[config.mk]
export PLATFORM = sky130hd
export DESIGN_NAME = jcp_config_bank
export DESIGN_NICKNAME = d
export VERILOG_FILES = /design/src/rtl/jcp_pkg.sv /design/src/rtl/jcp_lock_counter.sv /design/src/rtl/jcp_config_bank.sv
export SDC_FILE = /design/constraint.sdc
export NUM_CORES = 1
export LEC_CHECK = 0
export BUFFER_PORTS_ARGS = -buffer_cell sky130_fd_sc_hd__buf_4
export CAP_MARGIN = 20
export CORE_AREA = 2 2 222 224
export CTS_CLUSTER_DIAMETER = 30
export DETAILED_ROUTE_END_ITERATION = 10
export DIE_AREA = 0 0 224 226
export PLACE_DENSITY = 0.73
export SYNTH_ARGS = -nofsm -noshare
export SYNTH_HDL_FRONTEND = slang
export SYNTH_SLANG_ARGS = --single-unit
[constraint.sdc]
create_clock -name mclk_in -period 4.05 [get_ports mclk_in]
set_input_delay 0.81 -clock mclk_in [delete_from_list [all_inputs] [get_ports mclk_in]]
set_output_delay 0.81 -clock mclk_in [all_outputs]
set_load 0.02 [all_outputs]
[src/rtl/jcp_pkg.sv]
// jitter cleaner configuration bank: shared constants and carrier types
// assumes a host on a three-wire serial port, 32-bit words, address low
// Summary of operation
// (RQ1) loop1 reference divide, 14 bits at reg 27 [19:6], default 96
// (RQ2) loop1 feedback divide, 14 bits at reg 28 [19:6], default 192
// (RQ3) loop2 reference divide, 12 bits at reg 28 [31:20], default 4
// (RQ4) loop2 feedback divide, 18 bits at reg 30 [22:5], default 48
// (RQ5) loop2 prescaler at reg 30 [26:24], range 2 to 8, default 2
// (RQ6) host writes the calibration copy equal to loop2 feedback divide
// (RQ7) loop1 lock only after count from reg 25 [19:6] valid cycles
// (RQ8) loop2 lock only after count from reg 26 [19:6] in-window cycles
// (RQ9) loop1 lock window code at reg 24 [7:6], default 3
// (RQ10) dac update clock is loop1 detector rate divided by reg 25 [31:22]
// (RQ11) reg 26 bit 29 doubles loop2 reference, default off
// (RQ12) reg 29 bit 23 permits loop2 detector above 100 MHz, default on
// (RQ13) loop2 pump polarity reg 26 bit 28, gain [27:26] default 3
// (RQ14) loop1 pump polarity reg 27 bit 28 default 1, gain default 0
// (RQ15) pumps active while tristate bit 5 of reg 26 / 27 is zero
// (RQ16) three reference predivide selects in reg 27, input0 at [21:20]
// (RQ17) loop1 feedback delay reg 24 [14:12], reference delay [10:8]
// (RQ18) readback returns register chosen by reg 31 [20:16], level bit 21
// (RQ19) reg 31 bit 5 refuses writes to registers 0 through 30
// (RQ20) registers 0 to 5 control outputs 0 to 5 with same layout
// (RQ21) soft reset only in reg 0, global powerdown only in reg 1
// (RQ22) bit 31 of an output register powers down that output path
// (RQ23) only outputs 3 and 4 may take the oscillator input source
// (RQ24) reg 0 reset bit reloads defaults, clears on any later write
// (RQ25) reg 1 bit 17 places the whole device in powerdown
// (RQ26) regs 3 and 4 bit 30: 0 vco path, 1 oscillator input
// (RQ27) the write lock never blocks writes to register 31
// (RQ28) lock counters restart and lock drops when error leaves window
package jcp_pkg;
    // ****************************************************************
    // register map
    // ****************************************************************
    localparam int            JCP_SLOTS    = 14;
    localparam logic [4:0]    JCP_ADDR_OUT_LAST = 5'h05;
    localparam logic [4:0]    JCP_ADDR_24  = 5'h18;
    localparam logic [4:0]    JCP_ADDR_25  = 5'h19;
    localparam logic [4:0]    JCP_ADDR_26  = 5'h1a;
    localparam logic [4:0]    JCP_ADDR_27  = 5'h1b;
    localparam logic [4:0]    JCP_ADDR_28  = 5'h1c;
    localparam logic [4:0]    JCP_ADDR_29  = 5'h1d;
    localparam logic [4:0]    JCP_ADDR_30  = 5'h1e;
    localparam logic [4:0]    JCP_ADDR_31  = 5'h1f;
    // slot of register 24; outputs occupy slots 0 to 5
    localparam logic [3:0]    JCP_SLOT_24  = 4'h6;

    // reset values, slot order 0..5 then 24..31
    localparam logic [31:0]   JCP_OUT_DEF  = 32'h0000_0000;
    localparam logic [31:0]   JCP_DEF_24   = 32'h0000_00c0;
    localparam logic [31:0]   JCP_DEF_25   = 32'h0101_0000;
    localparam logic [31:0]   JCP_DEF_26   = 32'h0c08_0000;
    localparam logic [31:0]   JCP_DEF_27   = 32'h1000_1800;
    localparam logic [31:0]   JCP_DEF_28   = 32'h0040_3000;
    localparam logic [31:0]   JCP_DEF_29   = 32'h0780_0600;
    localparam logic [31:0]   JCP_DEF_30   = 32'h0200_0600;
    localparam logic [31:0]   JCP_DEF_31   = 32'h001f_0000;
    localparam logic [31:0]   JCP_ADDR_MASK = 32'h0000_001f;

    // ****************************************************************
    // field positions
    // ****************************************************************
    localparam int JCP_B_PATH_PD    = 31;
    localparam int JCP_B_SRC_OSC    = 30;
    localparam int JCP_B_SPECIAL    = 17;
    localparam int JCP_B_DOUBLER    = 29;
    localparam int JCP_B_PUMP_POL   = 28;
    localparam int JCP_B_PUMP_GAIN  = 26;
    localparam int JCP_B_TRISTATE   = 5;
    localparam int JCP_B_FAST_RATE  = 23;
    localparam int JCP_B_OSC_RANGE  = 24;
    localparam int JCP_B_WIN        = 6;
    localparam int JCP_B_WIN2       = 30;
    localparam int JCP_B_R_DLY      = 8;
    localparam int JCP_B_N_DLY      = 12;
    localparam int JCP_B_DAC_DIV    = 22;
    localparam int JCP_B_CNT        = 6;
    localparam int JCP_B_DIV14      = 6;
    localparam int JCP_B_PRE0       = 20;
    localparam int JCP_B_PRE1       = 22;
    localparam int JCP_B_PRE2       = 24;
    localparam int JCP_B_L2_R       = 20;
    localparam int JCP_B_L2_N       = 5;
    localparam int JCP_B_PRESCALE   = 24;
    localparam int JCP_B_RB_LEVEL   = 21;
    localparam int JCP_B_RB_ADDR    = 16;
    localparam int JCP_B_WLOCK      = 5;
    localparam int JCP_OSC_OUT_A    = 3;
    localparam int JCP_OSC_OUT_B    = 4;
    localparam int JCP_OUTPUTS      = 6;

    // ****************************************************************
    // carrier types
    // ****************************************************************
    typedef struct packed {
        logic [13:0] ref_divide;
        logic [13:0] feedback_divide;
        logic        pump_polarity;
        logic [1:0]  pump_gain;
        logic        pump_active;
        logic [1:0]  ref_input0_predivide;
        logic [1:0]  ref_input1_predivide;
        logic [1:0]  ref_input2_predivide;
        logic [2:0]  feedback_delay;
        logic [2:0]  reference_delay;
        logic [1:0]  lock_window;
        logic [13:0] lock_count;
        logic [9:0]  dac_divide;
    } jcp_loop1_cfg_t;

    typedef struct packed {
        logic [11:0] ref_divide;
        logic [17:0] feedback_divide;
        logic [2:0]  prescaler;
        logic [17:0] feedback_cal_copy;
        logic [1:0]  lock_window;
        logic        ref_doubler_on;
        logic        pump_polarity;
        logic [1:0]  pump_gain;
        logic        pump_active;
        logic        high_rate_detector;
        logic [2:0]  oscillator_range;
        logic [13:0] lock_count;
    } jcp_loop2_cfg_t;

    typedef struct packed {
        logic [5:0]  path_on;
        logic [5:0]  from_oscillator;
    } jcp_output_cfg_t;

    typedef enum logic [3:0] {
        SP_IDLE   = 4'b0001,
        SP_SHIFT  = 4'b0010,
        SP_COMMIT = 4'b0100,
        SP_LOAD   = 4'b1000
    } jcp_port_state_t;
endpackage : jcp_pkg

[src/rtl/jcp_lock_counter.sv]
// digital lock detect counter for one loop
// assumes one-cycle detector tick pulses and a synchronous window flag
`timescale 1ns/100ps
module jcp_lock_counter
    import jcp_pkg::*;
(
    // clock and reset
    input  wire logic        mclk_in,
    input  wire logic        rstn_in,
    // detector status
    input  wire logic        tick_in,
    input  wire logic        in_window_in,
    input  wire logic [13:0] target_in,
    // lock indication
    output logic             locked_out
);
    import jcp_pkg::*;

    logic [13:0] count_reg;

    // count in-window detector cycles, restart on leaving the window
    always_ff @(posedge mclk_in) begin
        if (!rstn_in) begin
            count_reg <= 14'h0000;
        end else if (!in_window_in) begin
            count_reg <= 14'h0000; // RQ28
        end else if (tick_in && (count_reg < target_in)) begin
            count_reg <= count_reg + 14'h0001;
        end
    end

    // lock only once the programmed count has been reached
    always_ff @(posedge mclk_in) begin
        if (!rstn_in) begin
            locked_out <= 1'b0;
        end else begin
            locked_out <= in_window_in && (count_reg >= target_in); // RQ7 RQ8
        end
    end
endmodule : jcp_lock_counter

[src/rtl/jcp_config_bank.sv]
// jitter cleaner configuration bank with serial programming port
// assumes serial pins already synchronous to mclk_in and slower than it
`timescale 1ns/100ps
module jcp_config_bank
    import jcp_pkg::*;
(
    // clock and reset
    input  wire logic            mclk_in,
    input  wire logic            rstn_in,
    // serial programming port
    input  wire logic            serial_clk_in,
    input  wire logic            serial_data_in,
    input  wire logic            serial_latch_enable_in,
    output logic                 readback_data_out,
    // loop detector status
    input  wire logic            loop1_pd_tick_in,
    input  wire logic            loop1_in_window_in,
    input  wire logic            loop2_pd_tick_in,
    input  wire logic            loop2_in_window_in,
    // decoded configuration
    output jcp_pkg::jcp_loop1_cfg_t  loop1_cfg_out,
    output jcp_pkg::jcp_loop2_cfg_t  loop2_cfg_out,
    output jcp_pkg::jcp_output_cfg_t outputs_cfg_out,
    output logic                 device_powerdown_out,
    output logic                 soft_reset_out,
    // loop status
    output logic                 loop1_locked_out,
    output logic                 loop2_locked_out,
    output logic                 dac_update_out
);
    import jcp_pkg::*;

    // ****************************************************************
    // storage
    // ****************************************************************
    logic [31:0]     cfg_reg [JCP_SLOTS];
    logic [31:0]     shift_reg;
    logic [31:0]     readback_reg;
    logic            sclk_prev_reg;
    logic            le_prev_reg;
    logic            reset_flag_reg;
    logic [9:0]      dac_count_reg;
    logic            dac_pulse_reg;
    jcp_port_state_t state_reg;
    jcp_port_state_t state_next;

    logic            sclk_rise;
    logic            le_rise;
    logic [4:0]      word_addr;
    logic            addr_mapped;
    logic [3:0]      word_slot;
    logic            write_allowed;
    logic            soft_reset_hit;
    logic [4:0]      rb_addr;
    logic            rb_level;
    logic            rb_mapped;
    logic [3:0]      rb_slot;
    logic [31:0]     rb_word;

    // ****************************************************************
    // address decode
    // ****************************************************************

    // map a register number onto a storage slot
    function automatic logic [3:0] slot_of(input logic [4:0] addr);
        logic [4:0] rel;
        rel = addr - JCP_ADDR_24;
        if (addr <= JCP_ADDR_OUT_LAST) begin
            slot_of = addr[3:0]; // RQ20
        end else begin
            slot_of = JCP_SLOT_24 + {1'b0, rel[2:0]};
        end
    endfunction : slot_of

    // true for the registers this bank holds
    function automatic logic is_mapped(input logic [4:0] addr);
        is_mapped = (addr <= JCP_ADDR_OUT_LAST) || (addr >= JCP_ADDR_24);
    endfunction : is_mapped

    // default word of a slot
    function automatic logic [31:0] default_of(input logic [3:0] slot);
        case (slot)
            4'h6:    default_of = JCP_DEF_24;
            4'h7:    default_of = JCP_DEF_25;
            4'h8:    default_of = JCP_DEF_26;
            4'h9:    default_of = JCP_DEF_27;
            4'ha:    default_of = JCP_DEF_28;
            4'hb:    default_of = JCP_DEF_29;
            4'hc:    default_of = JCP_DEF_30;
            4'hd:    default_of = JCP_DEF_31;
            default: default_of = JCP_OUT_DEF;
        endcase
    endfunction : default_of

    // edges of the serial pins and the decoded incoming word
    always_comb begin
        sclk_rise   = serial_clk_in && !sclk_prev_reg;
        le_rise     = serial_latch_enable_in && !le_prev_reg;
        word_addr   = shift_reg[4:0];
        addr_mapped = is_mapped(word_addr);
        word_slot   = slot_of(word_addr);
    end

    // lock bit spares register 31 so it can always be released
    always_comb begin
        write_allowed = (word_addr == JCP_ADDR_31) // RQ27
            || !cfg_reg[JCP_SLOTS-1][JCP_B_WLOCK];   // RQ19
        soft_reset_hit = (word_addr == 5'h00)
            && shift_reg[JCP_B_SPECIAL];              // RQ21
    end

    // ****************************************************************
    // serial port sequencer
    // ****************************************************************

    // pin history for edge detection
    always_ff @(posedge mclk_in) begin
        if (!rstn_in) begin
            sclk_prev_reg <= 1'b0;
            le_prev_reg   <= 1'b1;
        end else begin
            sclk_prev_reg <= serial_clk_in;
            le_prev_reg   <= serial_latch_enable_in;
        end
    end

    // shift while latch enable low, commit on its rising edge
    always_comb begin
        case (state_reg)
            SP_IDLE: begin
                state_next = serial_latch_enable_in ? SP_IDLE : SP_SHIFT;
            end
            SP_SHIFT: begin
                state_next = le_rise ? SP_COMMIT : SP_SHIFT;
            end
            SP_COMMIT: begin
                state_next = SP_LOAD;
            end
            SP_LOAD: begin
                state_next = SP_IDLE;
            end
            default: begin
                state_next = SP_IDLE;
            end
        endcase
    end

    // state register
    always_ff @(posedge mclk_in) begin
        if (!rstn_in) begin
            state_reg <= SP_IDLE;
        end else begin
            state_reg <= state_next;
        end
    end

    // incoming bits, most significant first
    always_ff @(posedge mclk_in) begin
        if (!rstn_in) begin
            shift_reg <= 32'h0000_0000;
        end else if (sclk_rise && !serial_latch_enable_in
                     && (state_reg == SP_SHIFT
                         || state_reg == SP_IDLE)) begin
            shift_reg <= {shift_reg[30:0], serial_data_in};
        end
    end

    // ****************************************************************
    // register writes
    // ****************************************************************

    // reset bit write reloads defaults and discards the rest of the word
    always_ff @(posedge mclk_in) begin
        if (!rstn_in) begin
            for (int i = 0; i < JCP_SLOTS; i++) begin
                cfg_reg[i] <= default_of(4'(i));
            end
        end else if (state_reg == SP_COMMIT && write_allowed) begin
            if (soft_reset_hit) begin
                for (int i = 0; i < JCP_SLOTS; i++) begin
                    cfg_reg[i] <= default_of(4'(i)); // RQ24
                end
            end else if (addr_mapped) begin
                cfg_reg[word_slot] <= shift_reg & ~JCP_ADDR_MASK;
            end
        end
    end

    // reset indication stays until the next accepted write
    always_ff @(posedge mclk_in) begin
        if (!rstn_in) begin
            reset_flag_reg <= 1'b0;
        end else if (state_reg == SP_COMMIT && write_allowed) begin
            reset_flag_reg <= soft_reset_hit; // RQ24
        end
    end

    // ****************************************************************
    // readback
    // ****************************************************************

    // selected register and required latch level
    always_comb begin
        rb_addr   = cfg_reg[JCP_SLOTS-1][JCP_B_RB_ADDR +: 5];  // RQ18
        rb_level  = cfg_reg[JCP_SLOTS-1][JCP_B_RB_LEVEL];      // RQ18
        rb_mapped = is_mapped(rb_addr);
        rb_slot   = slot_of(rb_addr);
        rb_word   = 32'h0000_0000;
        if (rb_mapped) begin
            rb_word = cfg_reg[rb_slot] | {27'h000_0000, rb_addr};
            if (rb_addr == 5'h00) begin
                rb_word[JCP_B_SPECIAL] = reset_flag_reg;
            end
        end
    end

    // load after each commit, shift out while latch at readback level
    always_ff @(posedge mclk_in) begin
        if (!rstn_in) begin
            readback_reg <= 32'h0000_0000;
        end else if (state_reg == SP_LOAD) begin
            readback_reg <= rb_word; // RQ18
        end else if (sclk_rise && serial_latch_enable_in == rb_level) begin
            readback_reg <= {readback_reg[30:0], 1'b0};
        end
    end

    // serial data out
    always_ff @(posedge mclk_in) begin
        if (!rstn_in) begin
            readback_data_out <= 1'b0;
        end else begin
            readback_data_out <= readback_reg[31];
        end
    end

    // ****************************************************************
    // decoded fields
    // ****************************************************************

    // first loop controls
    always_comb begin
        loop1_cfg_out.ref_divide      = cfg_reg[9][JCP_B_DIV14 +: 14];  // RQ1
        loop1_cfg_out.feedback_divide = cfg_reg[10][JCP_B_DIV14 +: 14]; // RQ2
        loop1_cfg_out.pump_polarity   = cfg_reg[9][JCP_B_PUMP_POL];     // RQ14
        loop1_cfg_out.pump_gain       = cfg_reg[9][JCP_B_PUMP_GAIN +: 2];
        loop1_cfg_out.pump_active     = !cfg_reg[9][JCP_B_TRISTATE];    // RQ15
        loop1_cfg_out.ref_input0_predivide = cfg_reg[9][JCP_B_PRE0 +: 2];
        loop1_cfg_out.ref_input1_predivide = cfg_reg[9][JCP_B_PRE1 +: 2];
        loop1_cfg_out.ref_input2_predivide = cfg_reg[9][JCP_B_PRE2 +: 2];
        loop1_cfg_out.feedback_delay  = cfg_reg[6][JCP_B_N_DLY +: 3];   // RQ17
        loop1_cfg_out.reference_delay = cfg_reg[6][JCP_B_R_DLY +: 3];   // RQ17
        loop1_cfg_out.lock_window     = cfg_reg[6][JCP_B_WIN +: 2];     // RQ9
        loop1_cfg_out.lock_count      = cfg_reg[7][JCP_B_CNT +: 14];
        loop1_cfg_out.dac_divide      = cfg_reg[7][JCP_B_DAC_DIV +: 10];
    end // RQ16

    // second loop controls
    always_comb begin
        loop2_cfg_out.ref_divide      = cfg_reg[10][JCP_B_L2_R +: 12]; // RQ3
        loop2_cfg_out.feedback_divide = cfg_reg[12][JCP_B_L2_N +: 18]; // RQ4
        loop2_cfg_out.prescaler       = cfg_reg[12][JCP_B_PRESCALE +: 3];
        loop2_cfg_out.feedback_cal_copy = cfg_reg[11][JCP_B_L2_N +: 18];
        loop2_cfg_out.lock_window     = cfg_reg[8][JCP_B_WIN2 +: 2];
        loop2_cfg_out.ref_doubler_on  = cfg_reg[8][JCP_B_DOUBLER];     // RQ11
        loop2_cfg_out.pump_polarity   = cfg_reg[8][JCP_B_PUMP_POL];    // RQ13
        loop2_cfg_out.pump_gain       = cfg_reg[8][JCP_B_PUMP_GAIN +: 2];
        loop2_cfg_out.pump_active     = !cfg_reg[8][JCP_B_TRISTATE];   // RQ15
        loop2_cfg_out.high_rate_detector = cfg_reg[11][JCP_B_FAST_RATE];
        loop2_cfg_out.oscillator_range = cfg_reg[11][JCP_B_OSC_RANGE +: 3];
        loop2_cfg_out.lock_count      = cfg_reg[8][JCP_B_CNT +: 14];
    end // RQ5 RQ12

    // device powerdown and output paths
    always_comb begin
        device_powerdown_out = cfg_reg[1][JCP_B_SPECIAL]; // RQ25
        soft_reset_out       = reset_flag_reg;
        for (int i = 0; i < JCP_OUTPUTS; i++) begin
            outputs_cfg_out.path_on[i] = !cfg_reg[i][JCP_B_PATH_PD]
                && !device_powerdown_out;                  // RQ22
            outputs_cfg_out.from_oscillator[i] = 1'b0;     // RQ23
        end
        outputs_cfg_out.from_oscillator[JCP_OSC_OUT_A] =
            cfg_reg[JCP_OSC_OUT_A][JCP_B_SRC_OSC];         // RQ26
        outputs_cfg_out.from_oscillator[JCP_OSC_OUT_B] =
            cfg_reg[JCP_OSC_OUT_B][JCP_B_SRC_OSC];         // RQ26
    end

    // ****************************************************************
    // lock detect and dac update clock
    // ****************************************************************

    // first loop lock detect
    jcp_lock_counter u_loop1_lock (
        .mclk_in      (mclk_in),
        .rstn_in      (rstn_in),
        .tick_in      (loop1_pd_tick_in),
        .in_window_in (loop1_in_window_in),
        .target_in    (loop1_cfg_out.lock_count),
        .locked_out   (loop1_locked_out)
    ); // RQ7

    // second loop lock detect
    jcp_lock_counter u_loop2_lock (
        .mclk_in      (mclk_in),
        .rstn_in      (rstn_in),
        .tick_in      (loop2_pd_tick_in),
        .in_window_in (loop2_in_window_in),
        .target_in    (loop2_cfg_out.lock_count),
        .locked_out   (loop2_locked_out)
    ); // RQ8

    // one pulse every dac_divide loop1 detector ticks, zero acts as one
    always_ff @(posedge mclk_in) begin
        if (!rstn_in) begin
            dac_count_reg <= 10'h000;
            dac_pulse_reg <= 1'b0;
        end else if (loop1_pd_tick_in) begin
            if (dac_count_reg + 10'h001 >= loop1_cfg_out.dac_divide) begin
                dac_count_reg <= 10'h000; // RQ10
                dac_pulse_reg <= 1'b1;
            end else begin
                dac_count_reg <= dac_count_reg + 10'h001;
                dac_pulse_reg <= 1'b0;
            end
        end else begin
            dac_pulse_reg <= 1'b0;
        end
    end

    // dac update strobe
    always_comb begin
        dac_update_out = dac_pulse_reg;
    end
endmodule : jcp_config_bank

# --- Yosys cells after proc, flatten, opt, wreduce, memory -nomap -nowiden ---
# Memory sizes are Yosys's and may differ from the RTL's.
# Index checks and enable logic that the tools add are counted.
totals:
  reg_bits: 113
  ram_bits: 448
  in_bits: 9
  output_inout_bits: 164
  word_cells: 166
  n_memories: 1
memory_table:
  columns: ["memory", "words", "width", "read_ports", "rd_clocked_by_memory_dff", "write_ports", "line", "source"]
  rows:
  - ["cfg_reg", 14, 32, 15, 0, 14, "jcp_config_bank.sv:36", "logic [31:0] cfg_reg [JCP_SLOTS];"]
op_classes:
  add_sub_neg: 7
  n_lt_le_gt_ge: 9
  n_eq_ne: 6
  mux: 74
  bitwise: 15
  n_reduce_logical: 41
ops:
  columns: ["cell", "count"]
  rows:
  - ["$mux 32", 54]
  - ["$or 32x5->32", 1]
  - ["$reduce_or 32->1", 1]
  - ["$add 14x1->14 const B", 2]
  - ["$ge 14x14->1", 2]
  - ["$lt 14x14->1", 2]
  - ["$logic_and 1x1->1", 17]
  - ["$or 1x1->1", 14]
  - ["$logic_not 1->1", 13]
  - ["$mux 1", 13]
  - ["$mux 4", 3]
  - ["$pmux 4 s3", 1]
  - ["$add 10x1->10 const B", 1]
  - ["$ge 10x10->1", 1]
  - ["$ge 5x5->1 const B", 2]
  - ["$le 5x3->1 const B", 2]
  - ["$logic_not 5->1", 2]
  - ["$mux 10", 1]
  - ["$add 3x3->4 const A", 2]
  - ["$reduce_and 2->1", 3]
  - ["$sub 3x1->3 const B", 2]
  - ["$eq 5x5->1 const B", 1]
  - ["$eq 4x1->1 const B", 1]
  - ["$eq 4x2->1 const B", 1]
  - ["7 further kinds", 10]

# --- Longest topological paths before layout ---
depth:
  depth_word: 9
  ltp_mapped: 13
  depth_no_buf: 12

# --- Hierarchy ---
# A second synthesis with hierarchy kept.
hier_totals:
  hier_cells: 2566
  hier_area_um2: 26924.6
modules_own_cells:
  columns: ["mod", "instances", "cells_each", "area_each_um2"]
  rows:
  - ["jcp_config_bank", 1, 2302, 24807.5]
  - ["jcp_lock_counter", 2, 132, 1058.5]

# --- Worst setup path after synthesis ---
# OpenSTA, ideal clock, no wires.
synth_timing:
  path_type: "in2reg"
  start: "input rstn_in"
  end: "memory cfg_reg[6][10], enable pin"
  arrival_time_ns: 3.669
  required_time_ns: 3.601
  slack_ns: -0.068
  cell_stages: 6
  path_buffers: 2
  cell_sequence: "clkbuf_1 and4_1 nor2b_1 nand2b_1 clkbuf_1 o21ai_0"
synth_rtl:
  columns: ["item", "line", "source"]
  rows:
  - ["start, declared", "jcp_config_bank.sv:9", "input wire logic rstn_in,"]
  - ["end, declared", "jcp_config_bank.sv:36", null]

==> flow_summary.toml <==
[sta]
slew_headroom = 0.230
fmax_mhz = 276
drv_slew = 0
fin_crit_sh = 0.894
hold_violations = 0
finalWorstSetupSlack_ns = 0.430
worst_hold_slack_ns = 0.381
setup_viol = 0
fin_crit_ns = 3.62
grt_setup_unrepaired = "no"
tightest_slew_ns = 1.15
setup_tns_ns = 0
clock_skew_ns = 0.0248

[yosys]
synth_flop_cell = "edfxtp_1"
synth_seq_cells = 545
synth_area_leaders = "edfxtp_1 49%, dfxtp_1 8.6%, and2_1 8.5%, buf_4 4.4%, nand2_1 3.3%"
synth-edff-count = 432
synthDistinctLibCells = 58
syn_inst = 2278
postSynthAreaPerCell_um2 = 11.5
synth.yosys.warnings = 0
yosysMostFrequentCell = "edfxtp_1"
synth.yosys.seq_area_share = 0.581
synthTopCellsByCount = "432 x edfxtp_1, 357 x and2_1, 228 x nand2_1, 153 x buf_4, 113 x dfxtp_1"
synth-async-reset-ratio = 0
synth.cell_area_um2 = 26200
synth_top_area_frac = 0.494
synth_area_leader_cell = "edfxtp_1"

[cts]
ctsHoldBuffers = 0
cts-resized-gates = 0
cts.htree.levels = 3
clk_pin_slew_ns = 0.05
insertion_delay_ns = 0.66
cts_tree = "done"
clkSinkCount = 545
post-cts-setup-buffers = 0
clockBufferDepth = 3
clockRootBuffer = "clkbuf_16"
numCtsBuffers = 106

[placement]
dpl.hpwl_mm = 49.8
place_ws_ns = 0.527
routabilityCongestion = 0.911
place.port_buffers = 168
dp.cells = 2845

[grt]
antenna_found_initial = 2
first_global_vias = 18502
grt_max_degree = 55
grt_overflow_total = 0
track_usage = 0.306
grt_pass1_wl_mm = 115

[setup_path]
arrival_ns = 4.20
path_class = "reg -> reg"
cp_max_fo = 17
crit_path_start_kind = "flip-flop"
crit_path_end_kind = "flip-flop"
required_ns = 4.63

[detailed_routing]
firstDrtPassIters = 6
drc = 0
via_per_inst = 6.15
drt_iter0_markers = 2267
wl_per_cell_um = 25.4
wl_mm = 77.6
ant_nets = 0
num_vias = 18753

[layout]
largest_register_ffs = 432
final_util = 0.642
diodes = 0
nNetsFinal = 2391
area_delta_synth_final_pct = 18.3
drive_gt1_frac = 0.197
instances_no_fill = 3049

[floorplan]
die_y_um = 226
ios = 173
dieArea_um2 = 50600
start_util = 0.543
design.core.area_um2 = 48300
die-width_um = 224
rows = 81

[hold_path]
hp-class = "in -> reg"

[power]
leakage_nw = 12.1
ir_worst_vdd_mv = 0.341
power_density_nw_per_um2 = 507

[outcome]
status = "completed"

[job]
max_cap_violations = 0
==> layer usage <==
layer	up-vias	GRT usage	share of wire
met5	-	0	0
met2	1213	0.474	0.45
met1	9233	0.416	0.39
met4	0	0.141	0.037
met3	188	0.0658	0.11
li1	8119	-	-
==> worst paths after layout <==
kind / from / to / slack (ns) / cells after the start
setup reg to reg: cfg_reg[13][18] / readback_reg[31] / 0.43 / 7
setup / recovery: cfg_reg[13][18] / readback_reg[31] / 0.43 / 7
hold reg to reg: le_prev_reg / state_reg[2] / 0.41 / 1
hold / removal: serial_clk_in / sclk_prev_reg / 0.38 / 2
==> stage by stage <==
step	total power [mW]	instance area, µm²
global route	16.1	31000
floorplan	6.75	26200
detailed placement	6.94	27300
CTS	15.8	31000
finish	15.7	31000
global placement	6.93	27300
==> cell usage in the layout, fill, tap and decap left out, types with 26 or more instances in the layout <==
cell type,instances
a21oi_1,63
nand4_1,36
and2_1,357
edfxtp_1,432
nand3_1,48
mux4_2,26
buf_4,235
a21boi_0,36
or3_1,27
ha_1,48
o21ai_0,38
nor2_1,102
nand2_1,227
clkbuf_16,111
dfxtp_1,113
inv_1,53
mux2i_1,73
==> power breakdown <==
group | leakage (nW) | internal [mW] | switching (mW)
clock network | 1.78 | 5.91 | 2.98
registers | 4.98 | 6.20 | 0.118
logic | 5.39 | 0.187 | 0.345
total | 12.1 | 12.3 | 3.45
==> cell type report <==
class	instances	area, µm²
fillers	3573	17300
multi-input cells	1382	9180
flip-flops and latches	545	15200
clock inverters	70	795
well taps	622	778
clock buffers	131	2890
repair buffers	245	1950
inverters	54	203
==> critical path: stages, from the launching register on <==
cell and delay, ns:
edfxtp_1 0.55, ha_1 0.32, a2111o_1 0.51, nor2_1 0.32
nor2_1 0.10, and3_1 0.55, a2111oi_0 0.96, a21o_1 0.23
==> cells by family after synthesis <==
logic type,share of synthesized area
and+or+nand+nor,0.176
DFF,0.581
buffers and inverters,0.0744
AOI/OAI and AO/OA,0.0809
muxes,0.0527
adders and majority gates,0.0229
xor gates and xnor gates,0.0124
other,0.000143
(Power assumes the default switching activity.)
